**config.mk**
```make
export PLATFORM = sky130hd
export DESIGN_NAME = dls_ctrl
export DESIGN_NICKNAME = d
export VERILOG_FILES = /design/src/dls_pkg.sv /design/src/dls_ctrl.sv
export SDC_FILE = /design/constraint.sdc
export NUM_CORES = 1
export LEC_CHECK = 0
export ABC_AREA = 0
export BUFFER_PORTS_ARGS = -buffer_cell sky130_fd_sc_hd__buf_2
export CAP_MARGIN = 20
export CORE_UTILIZATION = 40
export DETAILED_ROUTE_END_ITERATION = 7
export PLACE_DENSITY_LB_ADDON = 0.12
export SLEW_MARGIN = 15
export SYNTH_ARGS = -nofsm -noshare
export SYNTH_HDL_FRONTEND = slang
export SYNTH_SLANG_ARGS = --single-unit
```
**constraint.sdc**
```tcl
create_clock -name clk_i -period 5.93 [get_ports clk_i]
set_clock_uncertainty 0.1 [all_clocks]
set_input_delay 0.2965 -clock clk_i [delete_from_list [all_inputs] [get_ports clk_i]]
set_output_delay 0.2965 -clock clk_i [all_outputs]
set_load 0.05 [all_outputs]
```
**src/dls_pkg.sv**
```systemverilog
// =============================================================
// lane mode sequencer constants
package dls_pkg;

  // =============================================================
  // clock and unit interval
  localparam int CLK_NS = 25; // system clock period
  localparam int UI_NS = 25; // one high-speed bit per system clock

  // =============================================================
  // line timing, ns figures and derived cycle counts
  // minimums round up, maximums round down RULE17
  localparam int LPX_NS = 50; // shortest low-power state
  localparam int LPX_CYC = (LPX_NS + CLK_NS - 1) / CLK_NS;
  localparam int CPREP_MIN_NS = 38; // clock lane lp-00 window
  localparam int CPREP_MAX_NS = 95;
  localparam int CPREP_MIN = (CPREP_MIN_NS + CLK_NS - 1) / CLK_NS;
  localparam int CPREP_MAX = CPREP_MAX_NS / CLK_NS;
  localparam int CPZ_NS = 300; // clock prepare plus zero
  localparam int CPZ_CYC = (CPZ_NS + CLK_NS - 1) / CLK_NS;
  localparam int CPRE_UI = 8; // clock run before data leaves lp
  localparam int CPRE_CYC = (CPRE_UI * UI_NS + CLK_NS - 1) / CLK_NS;
  localparam int CTRAIL_NS = 60; // clock hs-0 tail
  localparam int CTRAIL_CYC = (CTRAIL_NS + CLK_NS - 1) / CLK_NS;
  localparam int CPOST_NS = 60 + 52 * UI_NS; // clock run after data tail
  localparam int CPOST_CYC = (CPOST_NS + CLK_NS - 1) / CLK_NS;
  localparam int HPREP_MIN_NS = 40 + 4 * UI_NS; // data lane lp-00 window
  localparam int HPREP_MAX_NS = 85 + 6 * UI_NS;
  localparam int HPREP_MIN = (HPREP_MIN_NS + CLK_NS - 1) / CLK_NS;
  localparam int HPREP_MAX = HPREP_MAX_NS / CLK_NS;
  localparam int HPZ_NS = 145 + 10 * UI_NS; // data prepare plus zero
  localparam int HPZ_CYC = (HPZ_NS + CLK_NS - 1) / CLK_NS;
  localparam int HTR1_NS = (8 * UI_NS > 60 + 4 * UI_NS) ? 8 * UI_NS : 60 + 4 * UI_NS;
  localparam int HTR4_NS = (32 * UI_NS > 60 + 16 * UI_NS) ? 32 * UI_NS : 60 + 16 * UI_NS;
  localparam int HTR1_CYC = (HTR1_NS + CLK_NS - 1) / CLK_NS; // forward tail
  localparam int HTR4_CYC = (HTR4_NS + CLK_NS - 1) / CLK_NS; // reverse tail

  // =============================================================
  // receiver settle programming, in ns
  localparam int SET_MIN_NS = 40; // programmable range of the device
  localparam int SET_MAX_NS = 2590;
  localparam int CSET_DEF_NS = 200; // inside 95 to 300 ns RULE6
  localparam int HSET_DEF_NS = 300; // inside 235 to 395 ns RULE10

  // =============================================================
  // register map, word index
  localparam logic [2:0] REG_CTRL = 3'h0;
  localparam logic [2:0] REG_PAYLOAD = 3'h1;
  localparam logic [2:0] REG_CLK_TIM = 3'h2;
  localparam logic [2:0] REG_DAT_TIM = 3'h3;
  localparam logic [2:0] REG_SETTLE = 3'h4;
  localparam logic [2:0] REG_STATUS = 3'h5;

  // =============================================================
  // field positions
  localparam int CTRL_START_BIT = 0; // write 1 starts a burst
  localparam int CTRL_REV_BIT = 1; // reverse-direction tail length
  localparam int F_PREP = 0; // prepare field of timing registers
  localparam int F_ZERO = 8;
  localparam int F_TRAIL = 16;
  localparam int F_LAST = 24; // post for clock, pre for data
  localparam int SET_CLK_LSB = 0;
  localparam int SET_HS_LSB = 16;

  // =============================================================
  // reset values
  localparam logic [31:0] CLK_TIM_RST = {8'(CPOST_CYC), 8'(CTRAIL_CYC),
                                         8'(CPZ_CYC - CPREP_MIN), 8'(CPREP_MIN)};
  localparam logic [31:0] DAT_TIM_RST = {8'(CPRE_CYC), 8'(HTR1_CYC),
                                         8'(HPZ_CYC - HPREP_MIN), 8'(HPREP_MIN)};
  localparam logic [11:0] CSET_RST = 12'(CSET_DEF_NS);
  localparam logic [11:0] HSET_RST = 12'(HSET_DEF_NS);
  localparam logic [7:0] SYNC_BYTE = 8'hb8; // leader sent lsb first

  // line state codes, bit 1 is the p wire
  localparam logic [1:0] LP11 = 2'h3;
  localparam logic [1:0] LP01 = 2'h1;
  localparam logic [1:0] LP00 = 2'h0;

endpackage

```
**src/dls_ctrl.sv**
```systemverilog
// The register addresses and the Avalon-MM interface to the registers are this design's own decisions.
`timescale 1ns/100ps
// Functional notes
// RULE1 - enter high speed via lp-11, lp-01, lp-00
// RULE2 - leave high speed by driving lp-11
// RULE3 - clock runs post interval after data tail
// RULE4 - clock runs 8 ui before data leaves lp
// RULE5 - clock lp-00 lasts 38 to 95 ns
// RULE6 - receiver ignores clock for 95-300 ns
// RULE7 - clock hs-0 tail at least 60 ns
// RULE8 - clock prepare plus zero at least 300 ns
// RULE9 - data lp-00 between 40+4ui and 85+6ui ns
// RULE10 - receiver data settle 85+6ui to 145+10ui
// RULE11 - data tail max of n*8ui, 60+n*4ui
// RULE12 - every low-power state at least 50 ns
// RULE13 - data prepare plus zero at least 145+10ui
// RULE14 - all tx and settle durations are programmable; the lp-01 and exit lp-11 states use the fixed LPX_CYC
// RULE15 - settle timers accept 40 to 2590 ns
// RULE16 - calibration clock runs 80 to 120 MHz
// RULE17 - intervals counted, minimums up, maximums down
module dls_ctrl #(
  parameter int PAY_W = 16 // payload bits per burst
) (
  input wire logic clk_i,
  input wire logic reset_n_i,
  input wire logic [2:0] avs_address_i,
  input wire logic avs_read_i,
  input wire logic avs_write_i,
  input wire logic [31:0] avs_writedata_i,
  output logic [31:0] avs_readdata_o,
  output logic avs_waitrequest_o,
  output logic [1:0] clk_lp_o,
  output logic clk_hs_en_o,
  output logic clk_hs_o,
  output logic [1:0] dat_lp_o,
  output logic dat_hs_en_o,
  output logic dat_hs_o,
  output logic [11:0] clk_settle_o,
  output logic [11:0] hs_settle_o,
  output logic busy_o
);

  // =============================================================
  // types and state
  typedef enum logic [3:0] {
    ST_IDLE, ST_C_LP01, ST_C_PREP, ST_C_ZERO, ST_C_PRE, ST_D_LP01, ST_D_PREP,
    ST_D_ZERO, ST_D_SYNC, ST_D_PAY, ST_D_TRAIL, ST_D_EXIT, ST_C_POST,
    ST_C_TRAIL, ST_C_EXIT
  } dls_state_e;

  dls_state_e st_q; // sequencer state
  dls_state_e st_d; // next state
  logic [7:0] cnt_q; // cycles left in state
  logic [7:0] dur_d; // length of the state being entered
  logic ack_q; // bus access in its answer cycle
  logic rev_q; // reverse-direction tail
  logic [PAY_W-1:0] pay_q; // payload word
  logic [31:0] ctim_q; // clock lane timing fields
  logic [31:0] dtim_q; // data lane timing fields
  logic [PAY_W+7:0] sh_q; // outgoing bit shifter
  logic start; // accepted start request
  logic wr_ok; // write taking effect this edge
  logic [7:0] cprep, czero, ctrail, cpost, hprep, hzero, htrail, cpre;

  // =============================================================
  // helpers
  function automatic logic [7:0] mx8(input logic [7:0] a, input logic [7:0] b);
    return (a > b) ? a : b;
  endfunction

  function automatic logic [11:0] cl12(input logic [11:0] v);
    logic [11:0] r;
    r = v;
    if (v < 12'(dls_pkg::SET_MIN_NS)) begin
      r = 12'(dls_pkg::SET_MIN_NS);
    end else if (v > 12'(dls_pkg::SET_MAX_NS)) begin
      r = 12'(dls_pkg::SET_MAX_NS);
    end
    return r;
  endfunction

  // =============================================================
  // avalon slave, one wait state per access
  assign avs_waitrequest_o = (avs_read_i | avs_write_i) & ~ack_q;
  assign wr_ok = avs_write_i & ack_q;
  assign busy_o = (st_q != ST_IDLE);
  assign start = wr_ok && (avs_address_i == dls_pkg::REG_CTRL)
                 && avs_writedata_i[dls_pkg::CTRL_START_BIT] && !busy_o;

  // answer cycle toggles so back to back accesses each wait once
  always_ff @(posedge clk_i or negedge reset_n_i) begin
    if (!reset_n_i) begin
      ack_q <= 1'b0;
    end else begin
      ack_q <= (avs_read_i | avs_write_i) & ~ack_q;
    end
  end

  // read data captured in the wait cycle, stands at the answer edge
  always_ff @(posedge clk_i or negedge reset_n_i) begin
    if (!reset_n_i) begin
      avs_readdata_o <= 32'h0;
    end else if (avs_read_i && !ack_q) begin
      case (avs_address_i)
        dls_pkg::REG_CTRL: avs_readdata_o <= {30'h0, rev_q, busy_o};
        dls_pkg::REG_PAYLOAD: avs_readdata_o <= 32'(pay_q);
        dls_pkg::REG_CLK_TIM: avs_readdata_o <= ctim_q;
        dls_pkg::REG_DAT_TIM: avs_readdata_o <= dtim_q;
        dls_pkg::REG_SETTLE: avs_readdata_o <= {4'h0, hs_settle_o, 4'h0, clk_settle_o};
        dls_pkg::REG_STATUS: avs_readdata_o <= {27'h0, st_q, busy_o};
        default: avs_readdata_o <= 32'h0; // unmapped reads zero
      endcase
    end
  end

  // configuration writes, timing locked while a burst runs
  always_ff @(posedge clk_i or negedge reset_n_i) begin
    if (!reset_n_i) begin
      rev_q <= 1'b0;
      pay_q <= '0;
      ctim_q <= dls_pkg::CLK_TIM_RST;
      dtim_q <= dls_pkg::DAT_TIM_RST;
      clk_settle_o <= dls_pkg::CSET_RST; // RULE6
      hs_settle_o <= dls_pkg::HSET_RST; // RULE10
    end else if (wr_ok && !busy_o) begin
      case (avs_address_i)
        dls_pkg::REG_CTRL: rev_q <= avs_writedata_i[dls_pkg::CTRL_REV_BIT];
        dls_pkg::REG_PAYLOAD: pay_q <= avs_writedata_i[PAY_W-1:0];
        dls_pkg::REG_CLK_TIM: ctim_q <= avs_writedata_i; // RULE14
        dls_pkg::REG_DAT_TIM: dtim_q <= avs_writedata_i; // RULE14
        dls_pkg::REG_SETTLE: begin
          // settle values held inside the device range RULE15
          clk_settle_o <= cl12(avs_writedata_i[dls_pkg::SET_CLK_LSB +: 12]);
          hs_settle_o <= cl12(avs_writedata_i[dls_pkg::SET_HS_LSB +: 12]);
        end
        default: begin
        end
      endcase
    end
  end

  // =============================================================
  // effective durations, programmed values forced into limits
  always_comb begin
    cprep = ctim_q[dls_pkg::F_PREP +: 8];
    if (cprep < 8'(dls_pkg::CPREP_MIN)) cprep = 8'(dls_pkg::CPREP_MIN); // RULE5
    if (cprep > 8'(dls_pkg::CPREP_MAX)) cprep = 8'(dls_pkg::CPREP_MAX); // RULE5
    czero = mx8(ctim_q[dls_pkg::F_ZERO +: 8], 8'(dls_pkg::CPZ_CYC) - cprep); // RULE8
    ctrail = mx8(ctim_q[dls_pkg::F_TRAIL +: 8], 8'(dls_pkg::CTRAIL_CYC)); // RULE7
    cpost = mx8(ctim_q[dls_pkg::F_LAST +: 8], 8'(dls_pkg::CPOST_CYC)); // RULE3
    hprep = dtim_q[dls_pkg::F_PREP +: 8];
    if (hprep < 8'(dls_pkg::HPREP_MIN)) hprep = 8'(dls_pkg::HPREP_MIN); // RULE9
    if (hprep > 8'(dls_pkg::HPREP_MAX)) hprep = 8'(dls_pkg::HPREP_MAX); // RULE9
    hzero = mx8(dtim_q[dls_pkg::F_ZERO +: 8], 8'(dls_pkg::HPZ_CYC) - hprep); // RULE13
    htrail = mx8(dtim_q[dls_pkg::F_TRAIL +: 8],
                 rev_q ? 8'(dls_pkg::HTR4_CYC) : 8'(dls_pkg::HTR1_CYC)); // RULE11
    cpre = mx8(dtim_q[dls_pkg::F_LAST +: 8], 8'(dls_pkg::CPRE_CYC)); // RULE4
  end

  // =============================================================
  // sequencer next state and length of the next state
  always_comb begin
    st_d = st_q;
    if (st_q == ST_IDLE) begin
      if (start) st_d = ST_C_LP01; // RULE1
    end else if (cnt_q == 8'h0) begin
      case (st_q)
        ST_C_LP01: st_d = ST_C_PREP; // RULE1
        ST_C_PREP: st_d = ST_C_ZERO;
        ST_C_ZERO: st_d = ST_C_PRE;
        ST_C_PRE: st_d = ST_D_LP01; // RULE1
        ST_D_LP01: st_d = ST_D_PREP;
        ST_D_PREP: st_d = ST_D_ZERO;
        ST_D_ZERO: st_d = ST_D_SYNC;
        ST_D_SYNC: st_d = ST_D_PAY;
        ST_D_PAY: st_d = ST_D_TRAIL;
        ST_D_TRAIL: st_d = ST_D_EXIT; // RULE2
        ST_D_EXIT: st_d = ST_C_POST;
        ST_C_POST: st_d = ST_C_TRAIL;
        ST_C_TRAIL: st_d = ST_C_EXIT; // RULE2
        default: st_d = ST_IDLE;
      endcase
    end
    case (st_d)
      ST_C_PREP: dur_d = cprep;
      ST_C_ZERO: dur_d = czero;
      ST_C_PRE: dur_d = cpre;
      ST_D_PREP: dur_d = hprep;
      ST_D_ZERO: dur_d = hzero;
      ST_D_SYNC: dur_d = 8'h08;
      ST_D_PAY: dur_d = 8'(PAY_W);
      ST_D_TRAIL: dur_d = htrail;
      ST_C_POST: dur_d = cpost - 8'(dls_pkg::LPX_CYC); // exit lp-11 counts in RULE3
      ST_C_TRAIL: dur_d = ctrail;
      default: dur_d = 8'(dls_pkg::LPX_CYC); // lp states RULE12
    endcase
  end

  // state and per-state cycle counter
  always_ff @(posedge clk_i or negedge reset_n_i) begin
    if (!reset_n_i) begin
      st_q <= ST_IDLE;
      cnt_q <= 8'h0;
    end else begin
      st_q <= st_d;
      if (st_d != st_q) begin
        cnt_q <= dur_d - 8'h1; // RULE17
      end else if (cnt_q != 8'h0) begin
        cnt_q <= cnt_q - 8'h1;
      end
    end
  end

  // =============================================================
  // clock lane pins, registered from the next state
  always_ff @(posedge clk_i or negedge reset_n_i) begin
    if (!reset_n_i) begin
      clk_lp_o <= dls_pkg::LP11;
      clk_hs_en_o <= 1'b0;
      clk_hs_o <= 1'b0;
    end else begin
      if (st_d == ST_C_LP01) begin
        clk_lp_o <= dls_pkg::LP01; // RULE1
      end else if (st_d inside {ST_IDLE, ST_C_EXIT}) begin
        clk_lp_o <= dls_pkg::LP11; // RULE2
      end else begin
        clk_lp_o <= dls_pkg::LP00; // RULE5
      end
      clk_hs_en_o <= !(st_d inside {ST_IDLE, ST_C_LP01, ST_C_PREP, ST_C_EXIT});
      // hs clock is the system clock divided by two RULE4
      if (st_d inside {[ST_C_PRE:ST_C_POST]}) begin
        clk_hs_o <= ~clk_hs_o;
      end else begin
        clk_hs_o <= 1'b0; // hs-0 zero and tail RULE7
      end
    end
  end

  // data lane pins and bit shifter
  always_ff @(posedge clk_i or negedge reset_n_i) begin
    if (!reset_n_i) begin
      dat_lp_o <= dls_pkg::LP11;
      dat_hs_en_o <= 1'b0;
      dat_hs_o <= 1'b0;
      sh_q <= '0;
    end else begin
      if (st_d == ST_D_LP01) begin
        dat_lp_o <= dls_pkg::LP01; // RULE1
      end else if (st_d inside {[ST_D_PREP:ST_D_TRAIL]}) begin
        dat_lp_o <= dls_pkg::LP00; // RULE9
      end else begin
        dat_lp_o <= dls_pkg::LP11; // RULE2
      end
      dat_hs_en_o <= (st_d inside {[ST_D_ZERO:ST_D_TRAIL]});
      if (st_d == ST_D_SYNC && st_q != ST_D_SYNC) begin
        dat_hs_o <= dls_pkg::SYNC_BYTE[0];
        sh_q <= {1'b0, pay_q, dls_pkg::SYNC_BYTE[7:1]};
      end else if (st_d inside {ST_D_SYNC, ST_D_PAY}) begin
        dat_hs_o <= sh_q[0];
        sh_q <= {1'b0, sh_q[PAY_W+7:1]};
      end else if (st_d == ST_D_TRAIL) begin
        // flipped state of the last bit, held RULE11
        if (st_q != ST_D_TRAIL) dat_hs_o <= ~dat_hs_o;
      end else begin
        dat_hs_o <= 1'b0; // hs-0 zero RULE13
      end
    end
  end

  // =============================================================
  // checks: run lengths of each lane's pin state
  logic [4:0] prv_c_q, prv_d_q;
  logic [7:0] run_c_q, run_d_q, tog_q, cz_q, dz_q;
  logic chg_c, chg_d;
  assign chg_c = {clk_lp_o, clk_hs_en_o, clk_hs_o} != prv_c_q[3:0];
  assign chg_d = {dat_lp_o, dat_hs_en_o, dat_hs_o} != prv_d_q[3:0];

  always_ff @(posedge clk_i or negedge reset_n_i) begin
    if (!reset_n_i) begin
      prv_c_q <= 5'h1c;
      prv_d_q <= 5'h1c;
      run_c_q <= 8'h0;
      run_d_q <= 8'h0;
      tog_q <= 8'h0;
      cz_q <= 8'h0;
      dz_q <= 8'h0;
    end else begin
      prv_c_q <= {1'b1, clk_lp_o, clk_hs_en_o, clk_hs_o};
      prv_d_q <= {1'b1, dat_lp_o, dat_hs_en_o, dat_hs_o};
      run_c_q <= chg_c ? 8'h1 : ((run_c_q == 8'hff) ? run_c_q : run_c_q + 8'h1);
      run_d_q <= chg_d ? 8'h1 : ((run_d_q == 8'hff) ? run_d_q : run_d_q + 8'h1);
      tog_q <= (clk_hs_en_o && clk_hs_o != prv_c_q[0] && tog_q != 8'hff)
               ? tog_q + 8'h1 : (clk_hs_en_o && clk_hs_o != prv_c_q[0] ? tog_q : 8'h0);
      cz_q <= (clk_lp_o == dls_pkg::LP00 && !clk_hs_en_o && chg_c) ? 8'h1 : cz_q + 8'h1;
      dz_q <= (dat_lp_o == dls_pkg::LP00 && !dat_hs_en_o && chg_d) ? 8'h1 : dz_q + 8'h1;
    end
  end
endmodule

```
Yosys cells after proc, flatten, opt, wreduce, memory -nomap -nowiden
Memory sizes are Yosys's and may differ from the RTL's.
Index checks and enable logic that the tools add are counted.
{"block": "op_classes", "bitwise_logic": 6, "reduce_logical": 28, "n_eq_ne": 22, "n_shift": 0, "magnitude_cmp": 19, "n_mul": 0, "muxes": 33, "n_div": 0, "add_sub_neg": 5}
{"operator": "one-hot mux 32 bit (6 select lines)", "count": 1}
{"operator": "2-to-1 mux 8 bit", "count": 12}
{"operator": "one-hot mux 8 bit (10 select lines)", "count": 1}
{"operator": "2-to-1 mux 12 bit", "count": 4}
{"operator": "2-to-1 mux 24 bit", "count": 2}
{"operator": "equality test 4 bit (second input constant)", "count": 6}
{"operator": "greater-than comparator 12 bit (second input constant)", "count": 2}
{"operator": "< comparator 12 x 6 -> 1 bit (second input constant)", "count": 2}
{"operator": "equality test 4 x 3 -> 1 bit (second input constant)", "count": 4}
{"operator": "greater-than comparator 8 x 2 -> 1 bit (second input constant)", "count": 2}
{"operator": "greater-than comparator 8 x 4 -> 1 bit (second input constant)", "count": 2}
{"operator": "greater-than comparator 8 bit", "count": 2}
{"operator": "subtractor 8 x 1 -> 8 bit (second input constant)", "count": 2}
{"operator": ">= comparator 4 x 3 -> 1 bit (second input constant)", "count": 3}
{"operator": "2-to-1 mux 4 bit", "count": 3}
{"operator": "AND reduction 2 bit", "count": 5}
{"operator": "logical AND 1 bit", "count": 9}
{"operator": "equality test 4 x 2 -> 1 bit (second input constant)", "count": 2}
{"operator": "greater-than comparator 8 x 6 -> 1 bit", "count": 1}
{"operator": "greater-than comparator 8 x 6 -> 1 bit (second input constant)", "count": 1}
{"operator": "<= comparator 4 bit (second input constant)", "count": 2}
{"operator": "zero test 4 bit", "count": 2}
{"operator": "zero test 8 bit", "count": 1}
{"operator": "< comparator 8 x 2 -> 1 bit (second input constant)", "count": 1}
{"operator": "22 further kinds", "count": 41}
{"block": "word_totals", "output_inout_bits": 66, "rom_bits": 64, "elab_cells": 131, "latchBits": 0, "n_memories": 1, "mem_bits_rw": 0, "reg_bits": 182, "in_bits": 39}
{"name": "(name not given)", "depth": 16, "word_bits": 4, "read_ports": 1, "rd_clocked_by_memory_dff": 0, "write_ports": 0, "line_no": "dls_ctrl.sv:167", "rtl": "case (st_q)"}

Depth between registers and ports, before layout
Gate-level depths: netlist (run 1).
{"block": "depth", "ltp_word": 10, "ltp_mapped": 21, "ltp_nobuf": 21}

Least setup slack after synthesis (run 1)
Ideal clock, no wire load.
{"block": "synth_timing", "kind": "register to register", "start": "register dtim_q[6]", "end": "register cnt_q[4]", "stages_incl_launch_ff": 21, "t_arrival_ns": 3.901, "period_less_slack_ns": 4.128, "required_ns": 5.703, "n_path_buf": 0, "setup_slack_ns": 1.802, "path_cell_list": "dfrtp_1 -> nor4_1 -> and2b_1 -> inv_1 -> ha_1 -> xnor2_1 -> inv_1 -> ha_1 -> a211oi_1 -> a211oi_1 -> o21ai_1 -> mux2i_1 -> o31ai_1 -> a221oi_2 -> nand2_1 -> nand2_1 -> ha_1 -> inv_1 -> a2111oi_2 -> xor2_1 -> nor2_1"}
{"block": "synth_via", "elab_chain_cells": 10}
{"element": "start: declaration", "line_no": "dls_ctrl.sv:59", "rtl": "logic [31:0] dtim_q;"}
{"element": "start signal: assignment", "line_no": "dls_ctrl.sv:122", "rtl": "dtim_q <= dls_pkg::DAT_TIM_RST;"}
{"element": "start signal: assignment", "line_no": "dls_ctrl.sv:130", "rtl": "dls_pkg::REG_DAT_TIM: dtim_q <= avs_writedata_i;"}
{"element": "< comparator 8 x 3 -> 1 bit", "line_no": "dls_ctrl.sv:152", "rtl": "if (hprep < 8'(dls_pkg::HPREP_MIN)) hprep = 8'(dls_pkg::HPREP_MIN);"}
{"element": "2-to-1 mux 8 bit (*)", "line_no": "dls_ctrl.sv:152"}
{"element": "greater-than comparator 8 x 4 -> 1 bit", "line_no": "dls_ctrl.sv:153", "rtl": "if (hprep > 8'(dls_pkg::HPREP_MAX)) hprep = 8'(dls_pkg::HPREP_MAX);"}
{"element": "2-to-1 mux 8 bit (*)", "line_no": "dls_ctrl.sv:153"}
{"element": "subtractor 5 x 8 -> 8 bit", "line_no": "dls_ctrl.sv:154", "rtl": "hzero = mx8(dtim_q[dls_pkg::F_ZERO +: 8], 8'(dls_pkg::HPZ_CYC) - hprep);"}
{"element": "greater-than comparator 8 bit", "line_no": "dls_ctrl.sv:68", "rtl": "return (a > b) ? a : b;"}
{"element": "2-to-1 mux 8 bit", "line_no": "dls_ctrl.sv:68"}
{"element": "one-hot mux 8 bit (10 select lines) (*)", "line_no": "dls_ctrl.sv:184", "rtl": "case (st_d)"}
{"element": "subtractor 8 x 1 -> 8 bit (*)", "line_no": "dls_ctrl.sv:207", "rtl": "cnt_q <= dur_d - 8'h1;"}
{"element": "2-to-1 mux 8 bit (*)", "line_no": "dls_ctrl.sv:206", "rtl": "if (st_d != st_q) begin"}
{"element": "end signal: assignment", "line_no": "dls_ctrl.sv:207"}
{"element": "end signal: assignment", "line_no": "dls_ctrl.sv:209", "rtl": "cnt_q <= cnt_q - 8'h1;"}
{"element": "end: declaration", "line_no": "dls_ctrl.sv:53", "rtl": "logic [7:0] cnt_q;"}
Mark *: on every way between the ends. The rest lies on a longest branch, timed or not.
A chain may end at the register's enable or synchronous reset.

Worst setup path in the final report (run 1)
{"block": "layout_timing", "start": "register dtim_q[5]", "end": "register cnt_q[4]"}
Same word-level chain as after synthesis.

==> flow_summary.ini, run 1 <==
[outcome]
status = finished clean

[routing]
routed_wl_microns = 28900
via_per_inst = 5.68
drc_errors = 0
dr.first_iter.drc_count = 748
dr.pass1.iters = 6
wl_per_cell_microns = 20.6
via_count = 7936
ant_nets = 0

[cts]
cts_buffer_depth = 2
cts.htree.levels = 4
cts_made_buffers = 17
clk_pin_slew_ns = 0.08
clock-sinks = 181
cts_setup_buffers = 0
cts_resized = 0
clockRootBuffer = clkbuf_16
cts_tree = built
clkLatencyLatePin_ns = 0.44
holdBufCountCts = 6

[synthesis]
synth-async-reset-ratio_pct = 100
synthCells = 955
ys_seq_area_share_pct = 46.4
yosysTopAreaCell = dfrtp_1
synth_edf_count = 0
synth_top_area_share_pct = 39.2
synth_area_sq_um = 9830
synth_area_leaders = dfrtp_1, mux2_2, dfstp_2, nand2_1, o21ai_0
avgSynthCellArea_sq_um = 10.3
synthFlopType = dfrtp_1
yosysWarningCount = 0
ys_ff_latch = 181
synth.distinct_cells = 89

[layout]
final_util_pct = 47.0
num_antenna_cells = 0
layout-drive-gt1-share_pct = 28.6
nets = 1126
finalInstanceArea_sq_um = 11400
areaGrowthSynthToFinish_pct = 15.9

[die]
die_y_microns = 159
initial_core_util_pct = 40.6
core.rowCount = 57
fp.coreArea_sq_um = 24200
io_pins = 105
die_x_microns = 159
die_area_sq_um = 25200

[timing]
hold_violations = 0
grt_setup_unrepaired = no
fmax_mhz = 206
slew_violations = 0
slew_headroom_pct = 38.1
tns_ns = 0
setup_ws_ns = 1.09
fin_crit_ns = 4.84
setup_violations = 0
tightest_slew_ns = 0.926
period_share_pct = 81.7

[placed_design]
port_buffers = 104
hpwl_microns = 21100
gp_congestion = 0.945
place_area_sq_um = 10700
pre_cts_slack_ns = 1.15

[power_and_ir_drop]
p_leak_nw = 5.32
vdd_drop_max_uv = 196
power.density_nw_per_um2 = 227

[worst_setup_path]
cp.required_ns = 6.15
crit_path_start_kind = register
r2r-start = dtim_q[5]
cp.arrival_ns = 5.06
worst-path-max-fanout = 7
worstSetupPathType = reg2reg
endpoint_kind = register
startpoint = dtim_q[5]

[worst_hold_path]
min_path_type = in2reg
min_from = avs_read_i

[grt]
grt_pass1_vias = 7942
grt_use_total_pct = 23.4
grt_max_degree = 71
grt_pass1_wl_microns = 45600
antenna_found_initial = 0
gr-total-overflow = 0

[job]
cap_violations = 0
==> stage by stage <==
step	std cells	power, W	hold WS, ns
5_1_grt	1398	0.00269	0.0241
4_1_cts	1398	0.00263	0.0108
6_report	1398	0.00259	0.0289
3_3_place_gp	1360	0.00142	0.152
3_5_place_dp	1360	0.00142	0.152
2_1_floorplan	963	0.00133	-0.0991
==> critical path: stages, from the launching register on <==
cell and delay [ns]:
dfrtp_1 0.40, nor4_1 0.31, buf_4 0.19, and2b_1 0.22, inv_1 0.08, ha_1 0.20, xnor2_1 0.19, inv_1 0.06
ha_1 0.30, a211oi_1 0.24, a211oi_1 0.10, o21ai_1 0.44, a2111oi_0 0.21, a2111oi_0 0.66, a21o_1 0.25, ha_1 0.23
inv_1 0.07, a2111oi_2 0.23, xor2_1 0.18, nor2_1 0.05
==> cell usage after synthesis, types with 4 or more instances <==
master	n
and3_1	5
and2_1	4
or4_1	5
a21o_1	5
dfstp_2	27
a22o_1	32
or2_2	6
o211ai_1	7
xnor2_1	7
a2111oi_0	5
mux2i_1	28
mux2_2	92
nand4_1	11
nor4_1	10
clkbuf_1	38
nor2_1	58
a31oi_1	13
nand2b_1	8
o22ai_1	4
nand2_1	126
o22a_1	7
nor2b_1	7
nand3_1	17
a21oi_1	25
a211oi_1	9
a22oi_1	13
o21ai_0	79
ha_1	26
dfrtp_1	154
inv_1	27
nor3_1	16
==> power breakdown <==
group	internal, W	leakage [nW]	switching, W
registers	0.00124	2.38	0.00000355
logic	0.0000380	2.64	0.000114
clock network	0.000645	0.295	0.000553
total	0.00192	5.32	0.000670
==> path summary, 6_finish.rpt <==
check                               endpoint  slack, ns  cells past startpoint
setup / recovery                    cnt_q[4]       1.09                     19
hold / removal                         ack_q       0.03                      3
setup reg to reg                    cnt_q[4]       1.09                     19
hold reg to reg                     clk_hs_o       0.36                      1
max in group asynchronous         dtim_q[29]       4.22                      3
min in group asynchronous  avs_readdata_o[9]       0.25                      2
==> layout by cell type, fill, tap and decap left out, drive strengths merged, types with 4 or more instances in the layout <==
master       synthesis  final
nand3               18     18
and3                 7      7
nand2b               8      8
dfstp               27     27
nor2b                7      7
nor4                12     12
a2111oi              6      6
dlygate4sd3          0      6
nand2              127    127
nor2                58     58
nor3                19     19
or4                  5      5
conb                 2     10
o211ai               8      8
dfrtp              154    154
clkinv               0      5
and2                 5      5
xnor2                7      7
mux2                92     92
a21o                 5      5
a31oi               13     13
ha                  26     26
or2                  6      6
clkbuf              38     18
a22oi               13     13
inv                 29     34
o22ai                4      4
buf                  7    118
or3                  5      5
mux2i               28     28
o21ai               82     82
a21oi               27     27
o31ai                4      4
o22a                 7      7
nand4               11     11
a22o                32     32
a211oi               9      9
==> sequential cells by signal, summed over array words and instances, names as in the netlist, 2 cells and up <==
| register | flops |
|---|---|
| dtim_q | 32 |
| avs_readdata_o | 32 |
| ctim_q | 32 |
| hs_settle_o | 12 |
| sh_q | 23 |
| dat_lp_o | 2 |
| cnt_q | 8 |
| st_q | 4 |
| clk_lp_o | 2 |
| clk_settle_o | 12 |
| pay_q | 16 |
==> routing by layer <==
layer,vias to the layer above,track usage (%),share of wire [%]
met5,-,0,0
met4,0,9.36,2.9
met3,52,3.32,4.8
met2,247,37.7,47
met1,3909,31.8,45
li1,3728,-,-
==> layout make-up <==
type                       instances  area, sq um
timing repair buffer             124          692
clock inverter                    14          193
sequential                       181         4560
clock buffer                      18          429
fill                            2325        12900
multi-input combinational        708         5000
inverter                          29          114
tap                              324          405
==> logic make-up after synthesis <==
logic type | synth area share (%)
and+or+nand+nor | 15.3
other | 0.0764
xor gates and xnor gates | 0.802
DFF | 46.4
adders and majority gates | 3.31
buffers and inverters | 3.09
muxes | 13.8
AOI/OAI and AO/OA | 17.2
Power figures use the tool's default switching activity.
==> run 2, diff against run 1 <==
==> constraint.sdc (replaced) <==
create_clock -name clk_i -period 4.35 [get_ports clk_i]
set_clock_uncertainty 0.1 [all_clocks]
set_input_delay 0.2175 -clock clk_i [delete_from_list [all_inputs] [get_ports clk_i]]
set_output_delay 0.2175 -clock clk_i [all_outputs]
set_load 0.05 [all_outputs]
==> flow_summary.ini, run 2 (synthesized netlist as in run 1, its figures left out) <==
[worst_setup_path]
reg2reg_slack_ns = 0.12
cp.arrival_ns = 4.47
worst-path-max-fanout = 5
cp.required_ns = 4.59
slowest_stage = a2111oi_1
reg2reg_depth = 18
critPathBufInv = 3
slowest_delay_ns = 0.54
endpoint_kind = register
worstSetupPathType = reg2reg
crit_cells = 18
crit_path_start_kind = register
cpLargestDelayFamily = compound AO/OA/AOI/OAI gates
crit_chain = nor4_2, buf_4, and2b_1, inv_2, ha_2, xnor2_2, inv_2, ha_4, a211oi_4, a211oi_2, o21ai_2, nor2_1, a2111oi_1, a2111oi_1, and4_1, or2_2, a31o_1, o2111a_1

[placed_design]
port_buffers = 104
gp_congestion = 0.938
place_area_sq_um = 10900
hpwl_microns = 21300

[cts]
cts_buffer_depth = 2
clockRootBuffer = clkbuf_16
cts_tree = built
cts.htree.levels = 4
cts_made_buffers = 17
clkLatencyLatePin_ns = 0.44
clock-sinks = 181
clk_pin_slew_ns = 0.08

[routing]
ant_nets = 0
drc_errors = 0
wl_per_cell_microns = 20.2
dr.pass1.iters = 5
via_count = 8101
dr.first_iter.drc_count = 769
via_per_inst = 5.59
routed_wl_microns = 29300

[layout]
layout-drive-gt1-share_pct = 31.6
mostFrequentLayoutCells = dfrtp_1, nand2_1, buf_2
finalInstanceArea_sq_um = 11900
nets = 1177
seqCellArea_sq_um = 4560
layout_commonest_cell = dfrtp_1
areaGrowthSynthToFinish_pct = 21.4
multi_input_area_sq_um = 5110
num_antenna_cells = 0
reg_top3 = avs_readdata_o: 32 flops, ctim_q: 32 flops, dtim_q: 32 flops
num-fill-cells = 2310

[timing]
fmax_mhz = 236
slew_violations = 0
grt_setup_unrepaired = yes
slew_headroom_pct = 39.2
fin_crit_ns = 4.23
hold_violations = 0
period_share_pct = 97.3
setup_violations = 0
tightest_slew_ns = 0.909

[outcome]
status = finished clean

[grt]
antenna_found_initial = 0
gr-total-overflow = 0
grt_max_degree = 95
grt_use_total_pct = 23.6
grt_pass1_wl_microns = 45800
grt_pass1_vias = 7866

[die]
die_x_microns = 159
initial_core_util_pct = 40.6
core.rowCount = 57
fp.coreArea_sq_um = 24200
die_y_microns = 159
die_area_sq_um = 25200
io_pins = 105

[worst_hold_path]
min_path_cells = 2
min_path_type = in2reg

[power_and_ir_drop]
power.density_nw_per_um2 = 292
vdd_drop_max_uv = 235
finalPower_w = 0.00349
p_leak_nw = 5.57

[job]
cap_violations = 0
run 2: layout make-up:
| class | count | area share, % |
|---|---|---|
| well taps | 324 | 3.40 |
| repair buffers | 175 | 9.60 |
| inverters | 29 | 0.954 |
| clock inverters | 14 | 1.33 |
| clock buffers | 18 | 3.68 |
| flip-flops and latches | 181 | 38.2 |
| multi-input cells | 708 | 42.8 |
run 2: per-stage QoR:
stage / setup TNS [ns] / worst slack (ns) / util, % / hold WS (ns) / instances
floorplan: 0 / 0.222 / - / -0.178 / 963
global placement: 0 / 0.0274 / 44.9 / 0.235 / 1382
detailed placement: -0.239 / -0.122 / 44.9 / 0.236 / 1382
CTS: 0 / 0.000282 / 48.6 / 0.00583 / 1442
global route: -0.157 / -0.0759 / 49.2 / 0.0103 / 1449
finish: 0 / 0.118 / 49.2 / 0.0130 / 1449
run 2: worst paths after layout:
kind / startpoint / end
setup / recovery: dtim_q[4] / cnt_q[7]
hold / removal: avs_writedata_i[17] / dtim_q[17]
setup reg to reg: dtim_q[4] / cnt_q[7]
hold reg to reg: clk_hs_o / clk_hs_o
max in group asynchronous: reset_n_i / clk_lp_o[0]
min in group asynchronous: reset_n_i / clk_settle_o[10]
run 2: repair_timing:
action,in CTS,in global routing
pin swaps,0,10
setup buffers,0,8
gates resized for setup,3,23
hold buffers,28,0
endpoints found under the setup margin,5,7
hold endpoints to repair,125,0
run 2: power breakdown:
part           switching [W]  leakage [nW]  internal [W]
registers         0.00000417          2.38       0.00169
logic               0.000155          2.90     0.0000656
clock network       0.000745         0.297      0.000833
run 2: metal layers:
metal	global-route usage, %	wire, microns	up-vias	part of all wire [%]
met5	0	0	-	0
met4	9.05	747	0	2.6
met3	3.76	1230	44	4.2
met2	37.9	14000	221	48
met1	31.8	13300	4000	45
li1	-	-	3836	-
